--- src/include/fav_pkg.sv ---
package fav_pkg;

  localparam int FAV_NUM_SRC = 14;
  localparam int FAV_ADDR_W = 16;

  // jump-table fetch addresses seen by the processor
  localparam logic [15:0] FAV_JMP_ADDR = 16'h0053;
  localparam logic [15:0] FAV_PAGE_ADDR = 16'h0054;
  localparam logic [15:0] FAV_VEC_ADDR = 16'h0055;

  // vector codes, index 0 is priority 1
  localparam logic [7:0] FAV_VEC_BASE = 8'h80;
  localparam logic [7:0] FAV_VEC_STEP = 8'h04;

  // source index positions
  localparam int FAV_SRC_LEVEL = 0;
  localparam int FAV_SRC_EMPTY = 4;
  localparam int FAV_SRC_FULL = 8;
  localparam int FAV_SRC_WDONE = 12;
  localparam int FAV_SRC_WFORM = 13;

  localparam logic FAV_PWRDN_BIT_RST = 1'b0;
  localparam logic FAV_WAKE_POL_RST = 1'b0;

  // oscillator / pll settle time before the wakeup interrupt
  localparam int FAV_PLL_SETTLE_NS = 2000;
  localparam int FAV_CLK_NS = 10;
  localparam int FAV_PLL_SETTLE_CYC = (FAV_PLL_SETTLE_NS + FAV_CLK_NS - 1) / FAV_CLK_NS;

  typedef enum logic [1:0] {
    FAV_RUN,
    FAV_DOWN,
    FAV_SETTLE
  } fav_pwr_state_t;

  // processor code-fetch request and answer
  typedef struct packed {
    logic rd;
    logic [15:0] addr;
    logic [7:0] mem_data;
  } fav_fetch_req_t;

  typedef struct packed {
    logic valid;
    logic [7:0] data;
  } fav_fetch_rsp_t;

endpackage

--- src/rtl/fav_fifo_autovector.sv ---
`timescale 1ns/1ns
// How it works
// - fourteen shared sources, each fixed priority one to fourteen with own vector
// - endpoint 2/4/6/8 level flags: priorities 1-4, vectors 80,84,88,8C
// - endpoint 2/4/6/8 empty flags: priorities 5-8, vectors 90,94,98,9C
// - endpoint 2/4/6/8 full flags: priorities 9-12, vectors A0,A4,A8,AC
// - waveform done priority 13 vector B0, waveform event priority 14 vector B4
// - autovector on: byte fetched at 0055 becomes vector code of highest priority pending source
// - jump target is page byte at 0054 high, vector code low
// - taking interrupt, core pushes pc and fetches jump at 0053
// - writing power control bit 0 enters power-down, oscillator and pll stop
// - wakeup restarts oscillator, waits pll stable, then wakeup interrupt
// - wakeup sequence identical whether or not attached to serial bus
// - wake on serial bus activity, primary pin, or secondary pin
// - secondary wakeup pin can instead serve as general purpose io
// - primary wakeup pin active low after reset unless polarity changed
module fav_fifo_autovector
  import fav_pkg::*;
#(
  parameter int SETTLE_CYC = FAV_PLL_SETTLE_CYC
) (
  input wire logic clk,
  input wire logic rst,
  input wire logic [FAV_NUM_SRC-1:0] src_event,
  input wire logic [FAV_NUM_SRC-1:0] src_clear,
  input wire logic fifo_autovector_enable,
  input wire fav_fetch_req_t fetch_req,
  output fav_fetch_rsp_t fetch_rsp,
  output logic fifo_shared_interrupt,
  output logic [FAV_NUM_SRC-1:0] src_pending,
  input wire logic pwr_ctrl_wr,
  input wire logic [7:0] processor_power_control,
  input wire logic bus_activity,
  input wire logic wakeup_pin,
  input wire logic wakeup_polarity,
  input wire logic port_a3_secondary_wakeup,
  input wire logic secondary_wakeup_is_gpio,
  output logic osc_run,
  output logic pll_run,
  output logic powered_down,
  output logic wakeup_irq
);

  logic [FAV_NUM_SRC-1:0] pend_reg;
  logic [FAV_NUM_SRC-1:0] pend_next;
  logic [3:0] top_idx;
  logic any_pend;
  logic [7:0] top_vec;
  logic vec_fetch;
  logic [7:0] rsp_data;
  fav_fetch_rsp_t rsp_reg;

  fav_pwr_state_t pwr_reg;
  fav_pwr_state_t pwr_next;
  logic [$clog2(SETTLE_CYC+1)-1:0] settle_reg;
  logic [$clog2(SETTLE_CYC+1)-1:0] settle_next;
  logic wake_pri;
  logic wake_sec;
  logic wake_any;
  logic pd_req;
  logic wake_irq_reg;
  logic irq_reg;

  // set wins over clear so no event is lost
  assign pend_next = (pend_reg & ~src_clear) | src_event;

  // lowest index wins: index order is the priority order
  always_comb begin
    top_idx = 4'(FAV_NUM_SRC - 1);
    for (int i = FAV_NUM_SRC - 1; i >= 0; i--) begin
      if (pend_reg[i]) begin
        top_idx = 4'(i);
      end
    end
  end

  assign any_pend = |pend_reg;
  // codes step by four from 80: 80..8C level, 90..9C empty, A0..AC full, B0, B4
  assign top_vec = FAV_VEC_BASE + 8'({4'h0, top_idx} * FAV_VEC_STEP);

  // only the low byte of the jump is touched; 0053 and 0054 pass through
  assign vec_fetch = fetch_req.rd && fetch_req.addr == FAV_VEC_ADDR;
  assign rsp_data = (vec_fetch && fifo_autovector_enable && any_pend) ? top_vec
                  : fetch_req.mem_data;

  always_ff @(posedge clk or posedge rst) begin
    if (rst) begin
      pend_reg <= '0;
      irq_reg <= 1'b0;
      rsp_reg <= '0;
    end else begin
      pend_reg <= pend_next;
      irq_reg <= |pend_next;
      rsp_reg.valid <= fetch_req.rd;
      rsp_reg.data <= rsp_data;
    end
  end

  assign fetch_rsp = rsp_reg;
  assign src_pending = pend_reg;
  assign fifo_shared_interrupt = irq_reg;

  // polarity input low means active low, the reset default
  assign wake_pri = wakeup_pin ^ ~wakeup_polarity;
  // gpio use gates the pin off; an rc timer needs the pin left in wake mode
  assign wake_sec = ~secondary_wakeup_is_gpio & port_a3_secondary_wakeup;
  // no attachment input: the sequence cannot depend on it
  assign wake_any = bus_activity | wake_pri | wake_sec;
  assign pd_req = pwr_ctrl_wr & processor_power_control[0];

  always_comb begin
    pwr_next = pwr_reg;
    settle_next = settle_reg;
    unique case (pwr_reg)
      FAV_RUN: begin
        if (pd_req) begin
          pwr_next = FAV_DOWN;
        end
      end
      FAV_DOWN: begin
        if (wake_any) begin
          pwr_next = FAV_SETTLE;
          settle_next = '0;
        end
      end
      FAV_SETTLE: begin
        if (settle_reg == ($bits(settle_reg))'(SETTLE_CYC - 1)) begin
          pwr_next = FAV_RUN;
        end else begin
          settle_next = settle_reg + 1'b1;
        end
      end
      default: pwr_next = FAV_RUN;
    endcase
  end

  always_ff @(posedge clk or posedge rst) begin
    if (rst) begin
      pwr_reg <= FAV_RUN;
      settle_reg <= '0;
      wake_irq_reg <= 1'b0;
      osc_run <= 1'b1;
      pll_run <= 1'b1;
      powered_down <= 1'b0;
    end else begin
      pwr_reg <= pwr_next;
      settle_reg <= settle_next;
      wake_irq_reg <= (pwr_reg == FAV_SETTLE) && (pwr_next == FAV_RUN);
      osc_run <= pwr_next != FAV_DOWN;
      pll_run <= pwr_next != FAV_DOWN;
      powered_down <= pwr_next != FAV_RUN;
    end
  end

  assign wakeup_irq = wake_irq_reg;

  vec_value_a: assert property (@(posedge clk) disable iff (rst)
    fetch_req.rd && fetch_req.addr == FAV_VEC_ADDR && fifo_autovector_enable && pend_reg[0]
    |=> fetch_rsp.data == 8'h80)
    else $error("top source vector not substituted");

  last_vec_a: assert property (@(posedge clk) disable iff (rst)
    fetch_req.rd && fetch_req.addr == FAV_VEC_ADDR && fifo_autovector_enable && pend_reg == 14'h2000
    |=> fetch_rsp.data == 8'hB4)
    else $error("lowest source vector wrong");

  full_vec_a: assert property (@(posedge clk) disable iff (rst)
    fetch_req.rd && fetch_req.addr == FAV_VEC_ADDR && fifo_autovector_enable && pend_reg == 14'h0100
    |=> fetch_rsp.data == 8'hA0)
    else $error("full flag vector wrong");

  vec_off_a: assert property (@(posedge clk) disable iff (rst)
    fetch_req.rd && !fifo_autovector_enable |=> fetch_rsp.data == $past(fetch_req.mem_data))
    else $error("stored byte altered while autovector off");

  pend_hold_a: assert property (@(posedge clk) disable iff (rst)
    pend_reg[3] && !src_clear[3] |=> pend_reg[3])
    else $error("pending source lost without clear");

  pwr_down_a: assert property (@(posedge clk) disable iff (rst)
    pwr_reg == FAV_RUN && pd_req |=> !osc_run && !pll_run)
    else $error("power-down did not stop clocks");

  wake_wait_a: assert property (@(posedge clk) disable iff (rst)
    $rose(pll_run) |-> !wakeup_irq ##1 !wakeup_irq)
    else $error("wakeup interrupt before pll settled");

  wake_pin_a: assert property (@(posedge clk) disable iff (rst)
    pwr_reg == FAV_DOWN && !wakeup_polarity && !wakeup_pin |=> pwr_reg == FAV_SETTLE)
    else $error("active low wakeup ignored");

  // expected codes written out, independent of the base-plus-step adder above
  localparam logic [7:0] VEC_TAB [FAV_NUM_SRC] = '{8'h80, 8'h84, 8'h88, 8'h8C, 8'h90, 8'h94, 8'h98,
    8'h9C, 8'hA0, 8'hA4, 8'hA8, 8'hAC, 8'hB0, 8'hB4};

  for (genvar g = 0; g < FAV_NUM_SRC; g++) begin : g_src_chk
    src_hold_a: assert property (@(posedge clk) disable iff (rst)
      pend_reg[g] && !src_clear[g] |=> pend_reg[g])
      else $error("pending source dropped without clear");

    set_wins_a: assert property (@(posedge clk) disable iff (rst)
      src_event[g] |=> pend_reg[g])
      else $error("source event not latched");

    clr_done_a: assert property (@(posedge clk) disable iff (rst)
      src_clear[g] && !src_event[g] |=> !pend_reg[g])
      else $error("cleared source still pending");

    src_vec_a: assert property (@(posedge clk) disable iff (rst)
      fetch_req.rd && fetch_req.addr == FAV_VEC_ADDR && fifo_autovector_enable && pend_reg[g]
      && ((pend_reg & ((14'h1 << g) - 14'h1)) == 14'h0) |=> fetch_rsp.data == VEC_TAB[g])
      else $error("vector does not match source priority");
  end

  page_pass_a: assert property (@(posedge clk) disable iff (rst)
    fetch_req.rd && fetch_req.addr == FAV_PAGE_ADDR |=> fetch_rsp.data == $past(fetch_req.mem_data))
    else $error("page byte altered");

  jmp_pass_a: assert property (@(posedge clk) disable iff (rst)
    fetch_req.rd && fetch_req.addr == FAV_JMP_ADDR |=> fetch_rsp.data == $past(fetch_req.mem_data))
    else $error("jump opcode altered");

  idle_pass_a: assert property (@(posedge clk) disable iff (rst)
    fetch_req.rd && fetch_req.addr == FAV_VEC_ADDR && pend_reg == 14'h0
    |=> fetch_rsp.data == $past(fetch_req.mem_data))
    else $error("vector substituted with nothing pending");

  rsp_valid_a: assert property (@(posedge clk) disable iff (rst)
    fetch_req.rd |=> fetch_rsp.valid)
    else $error("fetch answer missing");

  rsp_quiet_a: assert property (@(posedge clk) disable iff (rst)
    !fetch_req.rd |=> !fetch_rsp.valid)
    else $error("fetch answer without request");

  irq_line_a: assert property (@(posedge clk) disable iff (rst)
    fifo_shared_interrupt == (|src_pending))
    else $error("shared interrupt disagrees with pending bits");

  wake_ok_a: assert property (@(posedge clk) disable iff (rst)
    wakeup_irq |-> osc_run && pll_run && !powered_down)
    else $error("wakeup interrupt while clocks not running");

  wake_pulse_a: assert property (@(posedge clk) disable iff (rst)
    wakeup_irq |=> !wakeup_irq)
    else $error("wakeup interrupt longer than one cycle");

  down_hold_a: assert property (@(posedge clk) disable iff (rst)
    pwr_reg == FAV_DOWN && !wake_any |=> pwr_reg == FAV_DOWN && !osc_run)
    else $error("power-down left without wakeup");

  sec_gpio_a: assert property (@(posedge clk) disable iff (rst)
    pwr_reg == FAV_DOWN && secondary_wakeup_is_gpio && !bus_activity && !wake_pri |=> pwr_reg == FAV_DOWN)
    else $error("gpio configured pin caused wakeup");

  bus_wake_a: assert property (@(posedge clk) disable iff (rst)
    pwr_reg == FAV_DOWN && bus_activity |=> pwr_reg == FAV_SETTLE && osc_run && pll_run)
    else $error("bus activity did not wake");

  sec_wake_a: assert property (@(posedge clk) disable iff (rst)
    pwr_reg == FAV_DOWN && port_a3_secondary_wakeup && !secondary_wakeup_is_gpio |=> pwr_reg == FAV_SETTLE)
    else $error("secondary pin did not wake");

  pol_high_a: assert property (@(posedge clk) disable iff (rst)
    pwr_reg == FAV_DOWN && wakeup_polarity && wakeup_pin |=> pwr_reg == FAV_SETTLE)
    else $error("active high wakeup ignored");

  settle_keep_a: assert property (@(posedge clk) disable iff (rst)
    pwr_reg == FAV_SETTLE |=> pwr_reg != FAV_DOWN)
    else $error("power write accepted while settling");

  osc_pll_a: assert property (@(posedge clk) disable iff (rst)
    osc_run == pll_run)
    else $error("oscillator and pll run flags differ");

  run_state_a: assert property (@(posedge clk) disable iff (rst)
    pwr_reg == FAV_RUN |-> osc_run && !powered_down)
    else $error("running with clocks stopped");

  down_state_a: assert property (@(posedge clk) disable iff (rst)
    pwr_reg == FAV_DOWN |-> !osc_run && !pll_run && powered_down)
    else $error("clocks running in power-down");

  settle_state_a: assert property (@(posedge clk) disable iff (rst)
    pwr_reg == FAV_SETTLE |-> osc_run && pll_run && powered_down)
    else $error("settle state outputs wrong");

  wr_zero_a: assert property (@(posedge clk) disable iff (rst)
    pwr_reg == FAV_RUN && pwr_ctrl_wr && !processor_power_control[0] |=> pwr_reg == FAV_RUN)
    else $error("power-down entered with bit 0 clear");

endmodule // fav_fifo_autovector

--- config.mk ---
export PLATFORM = sky130hd
export DESIGN_NAME = fav_fifo_autovector
export DESIGN_NICKNAME = d
export VERILOG_FILES = /design/src/include/fav_pkg.sv /design/src/rtl/fav_fifo_autovector.sv
export SDC_FILE = /design/constraint.sdc
export NUM_CORES = 1
export LEC_CHECK = 0
export BUFFER_PORTS_ARGS = -buffer_cell sky130_fd_sc_hd__clkbuf_2
export CAP_MARGIN = 0
export CORE_MARGIN = 10
export CORE_UTILIZATION = 47
export CTS_CLUSTER_DIAMETER = 30
export DETAILED_ROUTE_END_ITERATION = 8
export HOLD_SLACK_MARGIN = 0.12
export PLACE_DENSITY = 0.84
export SYNTH_ARGS = -nofsm -noshare
export SYNTH_HDL_FRONTEND = slang
export SYNTH_SLANG_ARGS = --single-unit
--- constraint.sdc ---
create_clock -name clk -period 4.74 [get_ports clk]
set_input_delay 0.474 -clock clk [delete_from_list [all_inputs] [get_ports clk]]
set_output_delay 0.474 -clock clk [all_outputs]
set_load 0.005 [all_outputs]
==> results of run 1 <==
## final timing paths
| path | slack [ps] | start | endpoint |
|---|---|---|---|
| min reg2reg | 550 | src_pending[13] | src_pending[13] |
| max reg2reg | 2890 | src_pending[11] | fetch_rsp[7] |
| min in group clk | 310 | fetch_req[24] | fetch_rsp[8] |
| min | 260 | rst | src_pending[10] |
| max | 2890 | src_pending[11] | fetch_rsp[7] |
| max in group asynchronous | 4130 | rst | pll_run |
## worst register-to-register path, stage by stage, from the launching register on
cell     delay [ps]
dfrtp_1         440
nor4_1          560
nand4_1         300
nand3_2         190
or2b_1          250
## layer usage
metal	vias to the layer above	share of wire (%)	GRT usage (%)
met2	43	55	26.5
met1	740	37	15.7
li1	769	-	-
met3	5	6.9	5.30
met5	-	0	0
met4	0	1.0	6.23
## kinds of logic after synthesis
family,share of synthesized area (%)
AND/OR/NAND/NOR,22.2
AO/OA/AOI/OAI,15.8
flip-flops,53.3
buffers and inverters,4.32
XOR/XNOR,3.02
multiplexers,0.576
adder cells (fa/ha/maj),0.719
## cell type report
type                            count  area [sq um]
Fill cell                         317          1270
Timing Repair Buffer               91           458
Sequential cell                    37           927
Tap cell                           48          60.1
Clock buffer                        6          72.6
Inverter                           18          67.6
Multi-Input combinational cell    106           737
Clock inverter                      2          10.0
## synthesized netlist by cell type, types with 2 or more instances
cell,number,share of area (%)
a31oi_1,3,1.1
a21o_1,11,4.7
a2111oi_0,2,1.0
nand2b_1,2,0.72
nand2_1,9,1.9
o21ai_0,4,1.2
nor2_1,10,2.2
or4_1,3,1.3
inv_1,18,3.9
nand4b_1,2,1.0
o31ai_1,2,0.86
nand4_1,3,1.1
and2_2,4,1.7
dfrtp_1,36,52
xor2_1,5,2.5
a21oi_1,7,2.0
or3b_2,2,1.0
a211oi_1,2,0.86
nor2b_1,4,1.4
nor3_4,2,1.9
o21bai_1,3,1.3
or2_2,3,1.1
and3_1,2,0.72
nor4_1,4,1.4
## through the flow
stage	std cells	area, sq um
after floorplan	162	1740
after global placement	300	2250
after detailed placement	300	2250
after CTS	308	2330
after global routing	308	2330
final	308	2330
## report_power, final
group	total, mW	switching (mW)	internal (mW)
combinational	0.178	0.0904	0.0873
sequential	0.413	0.0475	0.365
clock	0.210	0.108	0.102
==> results.json, run 1 <==
{
  "drt-pass1-iter-count": 4,
  "final_common_cell": "clkbuf_2",
  "crit_path_max_incr_delay_ps": 560,
  "grt_pass1_wl_um": 7710,
  "clock.fmax_ghz": 0.541,
  "crit_required_ps": 4910,
  "cts_tree": "built",
  "worstMarginPinSlew_ps": 580,
  "vdd_ir_drop_max_v": 0.000219,
  "largest_reg_flops": 14,
  "tns_ps": 0,
  "startpoint_type": "flip-flop",
  "arrival_ps": 2020,
  "min_path_type": "in -> async",
  "initial_utilization_pct": 48.2,
  "crit_buf_inv": 0,
  "vias": 1557,
  "die_y_um": 80.8,
  "cts_setup_buffers": 0,
  "clock_latency_ps": 290,
  "layout_common_cells": "90 x clkbuf_2, 36 x dfrtp_1, 18 x inv_1",
  "grt_pass1_vias": 1738,
  "overflow": 0,
  "fin_crit_ps": 1850,
  "yosys_warnings": 0,
  "die_x_um": 80.8,
  "syn-num-nets": 233,
  "yosys_register_bits": 37,
  "numCtsBuffers": 5,
  "layout-drive-gt1-share_pct": 43.8,
  "ys_seq_area_share_pct": 53.3,
  "whs_ps": 257,
  "crit_path_end_kind": "flip-flop",
  "synthToLayoutAreaGrowth_pct": 34.1,
  "pre_cts_ws_ps": 2720,
  "fin_ws_ps": 2890,
  "utilization_pct": 64.7,
  "worst_path_max_delay_cell": "nor4_1",
  "clockBufferDepth": 2,
  "grtUsageTotal_pct": 14.9,
  "htree_levels": 2,
  "maxSlewViolCount": 0,
  "numPortBuffers": 90,
  "root_buffer": "clkbuf_8",
  "wl_um": 4640,
  "drc": 0,
  "crit_type": "reg -> reg",
  "io_pins": 98,
  "via_per_inst": 5.06,
  "p_leak_nw": 1.22,
  "setup_violations": 0,
  "drt-initial-drc-count": 49,
  "hold_viol": 0,
  "path_clk_slew_ps": 70,
  "finalPower_mw": 0.800,
  "synth-edff-count": 0,
  "cp_top_family": "simple AND/OR/NAND/NOR gates",
  "synthFlopType": "dfrtp_1",
  "antenna_found_initial": 0,
  "cts.sinks": 37,
  "globalplace.congestion": 0.781,
  "status": "finished clean",
  "antenna_cells": 0,
  "cts_resized": 0,
  "core-area_sq_um": 3610,
  "rsz0062_at_grt": "no",
  "p_per_area_nw_per_um2": 343,
  "worstPathCellList": "nor4_1, nand4_1, nand3_2, or2b_1",
  "maxSlewHeadroom_pct": 61.0,
  "maxCapViolations": 0,
  "row_count": 22,
  "synth_cell_types": 43,
  "post_drt_wl_per_cell_um": 15.1,
  "grt_max_degree": 38,
  "finalClockSkew_ps": 5.34,
  "syn_inst": 162,
  "path_depth": 4,
  "synth-async-reset-ratio_pct": 100,
  "dieArea_sq_um": 6530,
  "ant_nets": 0,
  "syn_area_sq_um": 1740,
  "postCtsHoldBufs": 0,
  "cp_max_fo": 6,
  "layout.nets": 330,
  "min_period_over_period_pct": 39.0,
  "dp_hpwl_um": 3900,
  "rr_worst_depth": 4,
  "postSynthAreaPerCell_sq_um": 10.7
}
No activity file was read; power rests on OpenSTA's default activity.
==> run 2: changes to the inputs <==
Settings changed: CORE_UTILIZATION 47 to 44, PLACE_DENSITY 0.84 to 0.8.
Clock period 4.74 ns to 1.9 ns, I/O delays scaled along.
==> results.json, run 2 (synthesis gave the netlist of run 1 again) <==
{
  "crit_type": "in -> reg",
  "final_common_cell": "clkbuf_2",
  "maxSlewViolCount": 0,
  "initial_utilization_pct": 46.5,
  "cts_setup_buffers": 0,
  "antenna_cells": 0,
  "antenna_found_initial": 0,
  "overflow": 0,
  "cts_tree": "built",
  "hold_viol": 0,
  "vias": 1665,
  "fin_crit_ps": 1770,
  "globalplace.congestion": 0.836,
  "arrival_ps": 1960,
  "finalClockSkew_ps": 6.74,
  "min_period_over_period_pct": 93.2,
  "vdd_ir_drop_max_v": 0.000553,
  "drt-pass1-iter-count": 4,
  "row_count": 22,
  "status": "finished clean",
  "numPortBuffers": 90,
  "p_leak_nw": 1.31,
  "tns_ps": 0,
  "grt_max_degree": 38,
  "ant_nets": 0,
  "path_clk_slew_ps": 70,
  "maxSlewHeadroom_pct": 60.6,
  "core-area_sq_um": 3740,
  "p_sw_share_pct": 29.7,
  "htree_levels": 2,
  "die_y_um": 82.9,
  "dp_hpwl_um": 3880,
  "layout_common_cells": "90 x clkbuf_2, 36 x dfrtp_1, 18 x inv_1",
  "numCtsBuffers": 5,
  "p_sw_mw": 0.614,
  "cts.sinks": 37,
  "dieArea_sq_um": 6870,
  "drt-initial-drc-count": 88,
  "clockBufferDepth": 2,
  "post_drt_wl_per_cell_um": 15.5,
  "grt_pass1_vias": 1745,
  "wl_um": 5100,
  "layout.nets": 351,
  "via_per_inst": 5.08,
  "crit_buf_inv": 2,
  "crit_required_ps": 2090,
  "die_x_um": 82.9,
  "cp_top_family": "simple AND/OR/NAND/NOR gates",
  "cp_max_fo": 6,
  "clock.fmax_ghz": 0.565,
  "largest_reg_flops": 14,
  "synthToLayoutAreaGrowth_pct": 46.2,
  "power_frac_seq_pct": 49.9,
  "p_per_area_nw_per_um2": 814,
  "rsz0062_at_grt": "no",
  "postPlaceCellArea_sq_um": 2280,
  "grt_pass1_wl_um": 8340,
  "numPlacedInstances": 304,
  "clock_latency_ps": 290,
  "fin_area_sq_um": 2540,
  "internal_power_mw": 1.46,
  "startpoint_type": "input pin",
  "crit_path_end_kind": "flip-flop",
  "worst_path_max_delay_cell": "dlygate4sd3_1",
  "crit_path_max_incr_delay_ps": 530,
  "clockPowerShare_pct": 26.5,
  "min_path_type": "in -> reg",
  "worstMarginPinSlew_ps": 584,
  "worstPathCellList": "dlygate4sd3_1, clkbuf_2, or4b_4, nor3_4, nand3_2, o41ai_2",
  "io_pins": 98,
  "root_buffer": "clkbuf_8",
  "maxCapViolations": 0,
  "drc": 0,
  "setup_violations": 0,
  "layout-drive-gt1-share_pct": 42.1,
  "final_cells": 328,
  "whs_ps": 128,
  "p_comb_share_pct": 23.6,
  "grtUsageTotal_pct": 14.4
}
run 2: metrics by stage:
step / util [%] / total power, mW / setup WS (ps)
floorplan: - / 1.29 / 305
global placement: 60.9 / 1.49 / 246
detailed placement: 60.9 / 1.51 / 173
CTS: 67.7 / 2.08 / 63.6
global route: 67.9 / 2.20 / 38.6
finish: 67.9 / 2.07 / 129
run 2: cell type report:
type | count | area (sq um)
Multi-Input combinational cell | 106 | 743
Clock buffer | 7 | 86.3
Fill cell | 299 | 1200
Inverter | 18 | 67.6
Tap cell | 48 | 60.1
Timing Repair Buffer | 112 | 658
Sequential cell | 37 | 927
run 2: worst paths after layout:
path | from | endpoint | slack [ps] | cells past startpoint
min in group asynchronous | rst | fetch_rsp[4] | 530 | 4
worst max register to register | src_pending[10] | fifo_shared_interrupt | 210 | 4
worst min register to register | settle_reg[7] | settle_reg[7] | 550 | 2
worst max-delay path | fetch_req[24] | fetch_rsp[3] | 130 | 6
worst min-delay path | fetch_req[6] | fetch_rsp[6] | 130 | 2
max in group asynchronous | rst | pll_run | 1010 | 4
run 2: layer usage:
layer / track usage, % / wire (um) / vias to the layer above
li1: - / - / 807
met1: 16.7 / 2130 / 767
met2: 23.3 / 2410 / 83
met3: 5.66 / 468 / 8
met4: 5.54 / 87 / 0
met5: 0 / 0 / -
run 2: worst register-to-register path: stages, from the launching register on:
cell and delay [ps]:
dfrtp_1 430, nor2b_1 160, a2111oi_0 440, nand4bb_1 160, or3_1 380
run 2: repair_timing:
action | in CTS | in global routing
gates resized for setup | 0 | 1
endpoints found under the setup margin | 0 | 3
endpoints found under the hold margin | 51 | 0
hold buffers | 17 | 0
run 2: power by group through the flow:
| stage | combinational [mW] | clock (mW) | sequential [mW] |
|---|---|---|---|
| global route | 0.557 | 0.588 | 1.06 |
| global placement | 0.449 | 0 | 1.04 |
| floorplan | 0.267 | 0 | 1.02 |
| finish | 0.488 | 0.548 | 1.03 |
| CTS | 0.491 | 0.560 | 1.03 |
| detailed placement | 0.463 | 0 | 1.04 |
==> run 3: changes to the inputs <==
Settings changed: ABC_AREA set to 1, CELL_PAD_IN_SITES_DETAIL_PLACEMENT set to 0, CELL_PAD_IN_SITES_GLOBAL_PLACEMENT set to 1, CORE_UTILIZATION 44 to 30, PLACE_DENSITY 0.8 to not set, PLACE_DENSITY_LB_ADDON set to 0.1.
==> results.json, run 3 <==
{
  "ant_nets": 0,
  "wl_um": 5000,
  "layout-drive-gt1-share_pct": 32.0,
  "dp_hpwl_um": 4110,
  "crit_path_end_kind": "flip-flop",
  "finalClockSkew_ps": 10.3,
  "cp_max_fo": 11,
  "synth_cell_types": 24,
  "ys_top_cells_by_count": "39 x inv_1, 36 x dfrtp_1, 34 x nand2_1, 27 x nor2_1",
  "maxSlewViolCount": 0,
  "synth_top_area_share_pct": 52.0,
  "fin_crit_ps": 1570,
  "internal_power_mw": 1.47,
  "synth.top_cells.by_area": "dfrtp_1 52%, inv_1 8.5%, nand2_1 7.4%",
  "final_common_cell": "clkbuf_2",
  "initial_utilization_pct": 31.3,
  "arrival_ps": 1790,
  "whs_ps": 131,
  "clockPowerShare_pct": 25.8,
  "yosys_register_bits": 37,
  "row_count": 27,
  "power_frac_seq_pct": 46.9,
  "worstMarginPinSlew_ps": 476,
  "numPortBuffers": 90,
  "crit_type": "reg -> reg",
  "grt_pass1_wl_um": 8110,
  "maxCapViolations": 0,
  "clock.fmax_ghz": 0.635,
  "min_path_type": "in -> reg",
  "setup_violations": 0,
  "clockBufferDepth": 2,
  "vias": 1669,
  "core-area_sq_um": 5540,
  "rsz0062_at_grt": "no",
  "maxSlewHeadroom_pct": 68.3,
  "antenna_cells": 0,
  "ys_seq_area_share_pct": 53.5,
  "synth_top_area_cell": "dfrtp_1",
  "status": "finished clean",
  "p_sw_mw": 0.699,
  "path_clk_slew_ps": 70,
  "p_leak_nw": 1.37,
  "dieArea_sq_um": 9210,
  "clock_latency_ps": 280,
  "synth-edff-count": 0,
  "io_pins": 98,
  "p_per_area_nw_per_um2": 839,
  "r2r_slack_ps": 330,
  "syn_area_sq_um": 1730,
  "crit_required_ps": 2120,
  "overflow": 0,
  "r2r_start": "settle_reg[1]",
  "tns_ps": 0,
  "cts.sinks": 37,
  "die_x_um": 96.0,
  "min_period_over_period_pct": 82.8,
  "synthToLayoutAreaGrowth_pct": 49.1,
  "rr_worst_depth": 9,
  "layout.nets": 395,
  "startpoint_type": "flip-flop",
  "syn-num-nets": 276,
  "vdd_ir_drop_max_v": 0.000355,
  "yosys_warnings": 0,
  "grt_pass1_vias": 1825,
  "post_drt_wl_per_cell_um": 12.6,
  "numCtsBuffers": 5,
  "antenna_found_initial": 0,
  "drt-pass1-iter-count": 3,
  "hold_viol": 0,
  "yosysMostFrequentCell": "inv_1",
  "globalplace.congestion": 0.758,
  "htree_levels": 2,
  "synthFlopType": "dfrtp_1",
  "drc": 0,
  "layout_common_cells": "90 x clkbuf_2, 39 x inv_1, 36 x dfrtp_1",
  "drt-initial-drc-count": 41,
  "r2r_end": "settle_reg[0]",
  "grtUsageTotal_pct": 11.3,
  "syn_inst": 205,
  "crit_path_end": "settle_reg[0]",
  "p_sw_share_pct": 32.3,
  "synth-async-reset-ratio_pct": 100,
  "root_buffer": "clkbuf_8",
  "worstSetupStartpoint": "settle_reg[1]",
  "grt_max_degree": 38,
  "via_per_inst": 4.20,
  "postSynthAreaPerCell_sq_um": 8.45,
  "die_y_um": 96.0,
  "p_comb_share_pct": 27.3,
  "cts_tree": "built",
  "largest_reg_flops": 14
}
## run 3: repair_timing
action                                 in CTS  in global routing
gates resized for setup                     0                  0
setup buffers                               0                  0
hold buffers                               23                  0
endpoints found under the hold margin      57                  0
## run 3: worst min-delay path by stage
stage                            to  depth (start not counted)           from
floorplan              fetch_rsp[8]                          0  fetch_req[24]
global placement      settle_reg[2]                          3            rst
detailed placement     fetch_rsp[7]                          3            rst
CTS                  src_pending[8]                          2   src_event[8]
global route        src_pending[11]                          2  src_event[11]
finish              src_pending[11]                          2  src_event[11]
## run 3: cell families after synthesis
logic type	after synthesis	share of synthesized area, %
simple gates	100	26.4
buf+inv	41	9.54
flops	37	53.5
compound gates	22	7.80
xor+xnor	4	2.02
fa+ha+maj	1	0.722
## run 3: worst max-delay path, stage by stage (launching register included)
cell and delay [ps]:
dfrtp_1 370, ha_1 220, nand2_1 80, nor3_1 140
nand4_1 120, nand2_2 110, nand2_2 150, inv_1 160
nor2_1 50, a21oi_1 100
## run 3: stage by stage
stage	util, %	setup WS [ps]	total power, mW	cells	instance area, sq um
6_report	46.6	326	2.17	397	2580
5_1_grt	46.6	138	2.33	397	2580
4_1_cts	46.6	285	2.20	397	2580
3_5_place_dp	40.8	312	1.60	366	2260
3_3_place_gp	40.8	322	1.60	366	2260
2_1_floorplan	-	520	1.40	205	1730
## run 3: area by class of cell
| class | count | area, sq um |
|---|---|---|
| inverter | 39 | 146 |
| multi-input combinational | 127 | 639 |
| fill | 575 | 2960 |
| timing repair buffer | 114 | 688 |
| tap | 72 | 90.1 |
| sequential | 37 | 927 |
| clock buffer | 8 | 90.1 |
## run 3: per-layer routing
layer / global-route usage, % / up-vias / routed length, um
li1: - / 892 / -
met1: 12.7 / 724 / 2010
met2: 17.8 / 51 / 2430
met3: 6.38 / 2 / 528
met4: 3.44 / 0 / 29
met5: 0 / - / 0
## run 3: power groups by stage
stage	combinational [mW]	sequential, mW	clock, mW
after floorplan	0.382	1.02	0
after global placement	0.567	1.03	0
after detailed placement	0.562	1.03	0
after CTS	0.605	1.02	0.577
after global routing	0.677	1.04	0.615
final	0.591	1.02	0.558
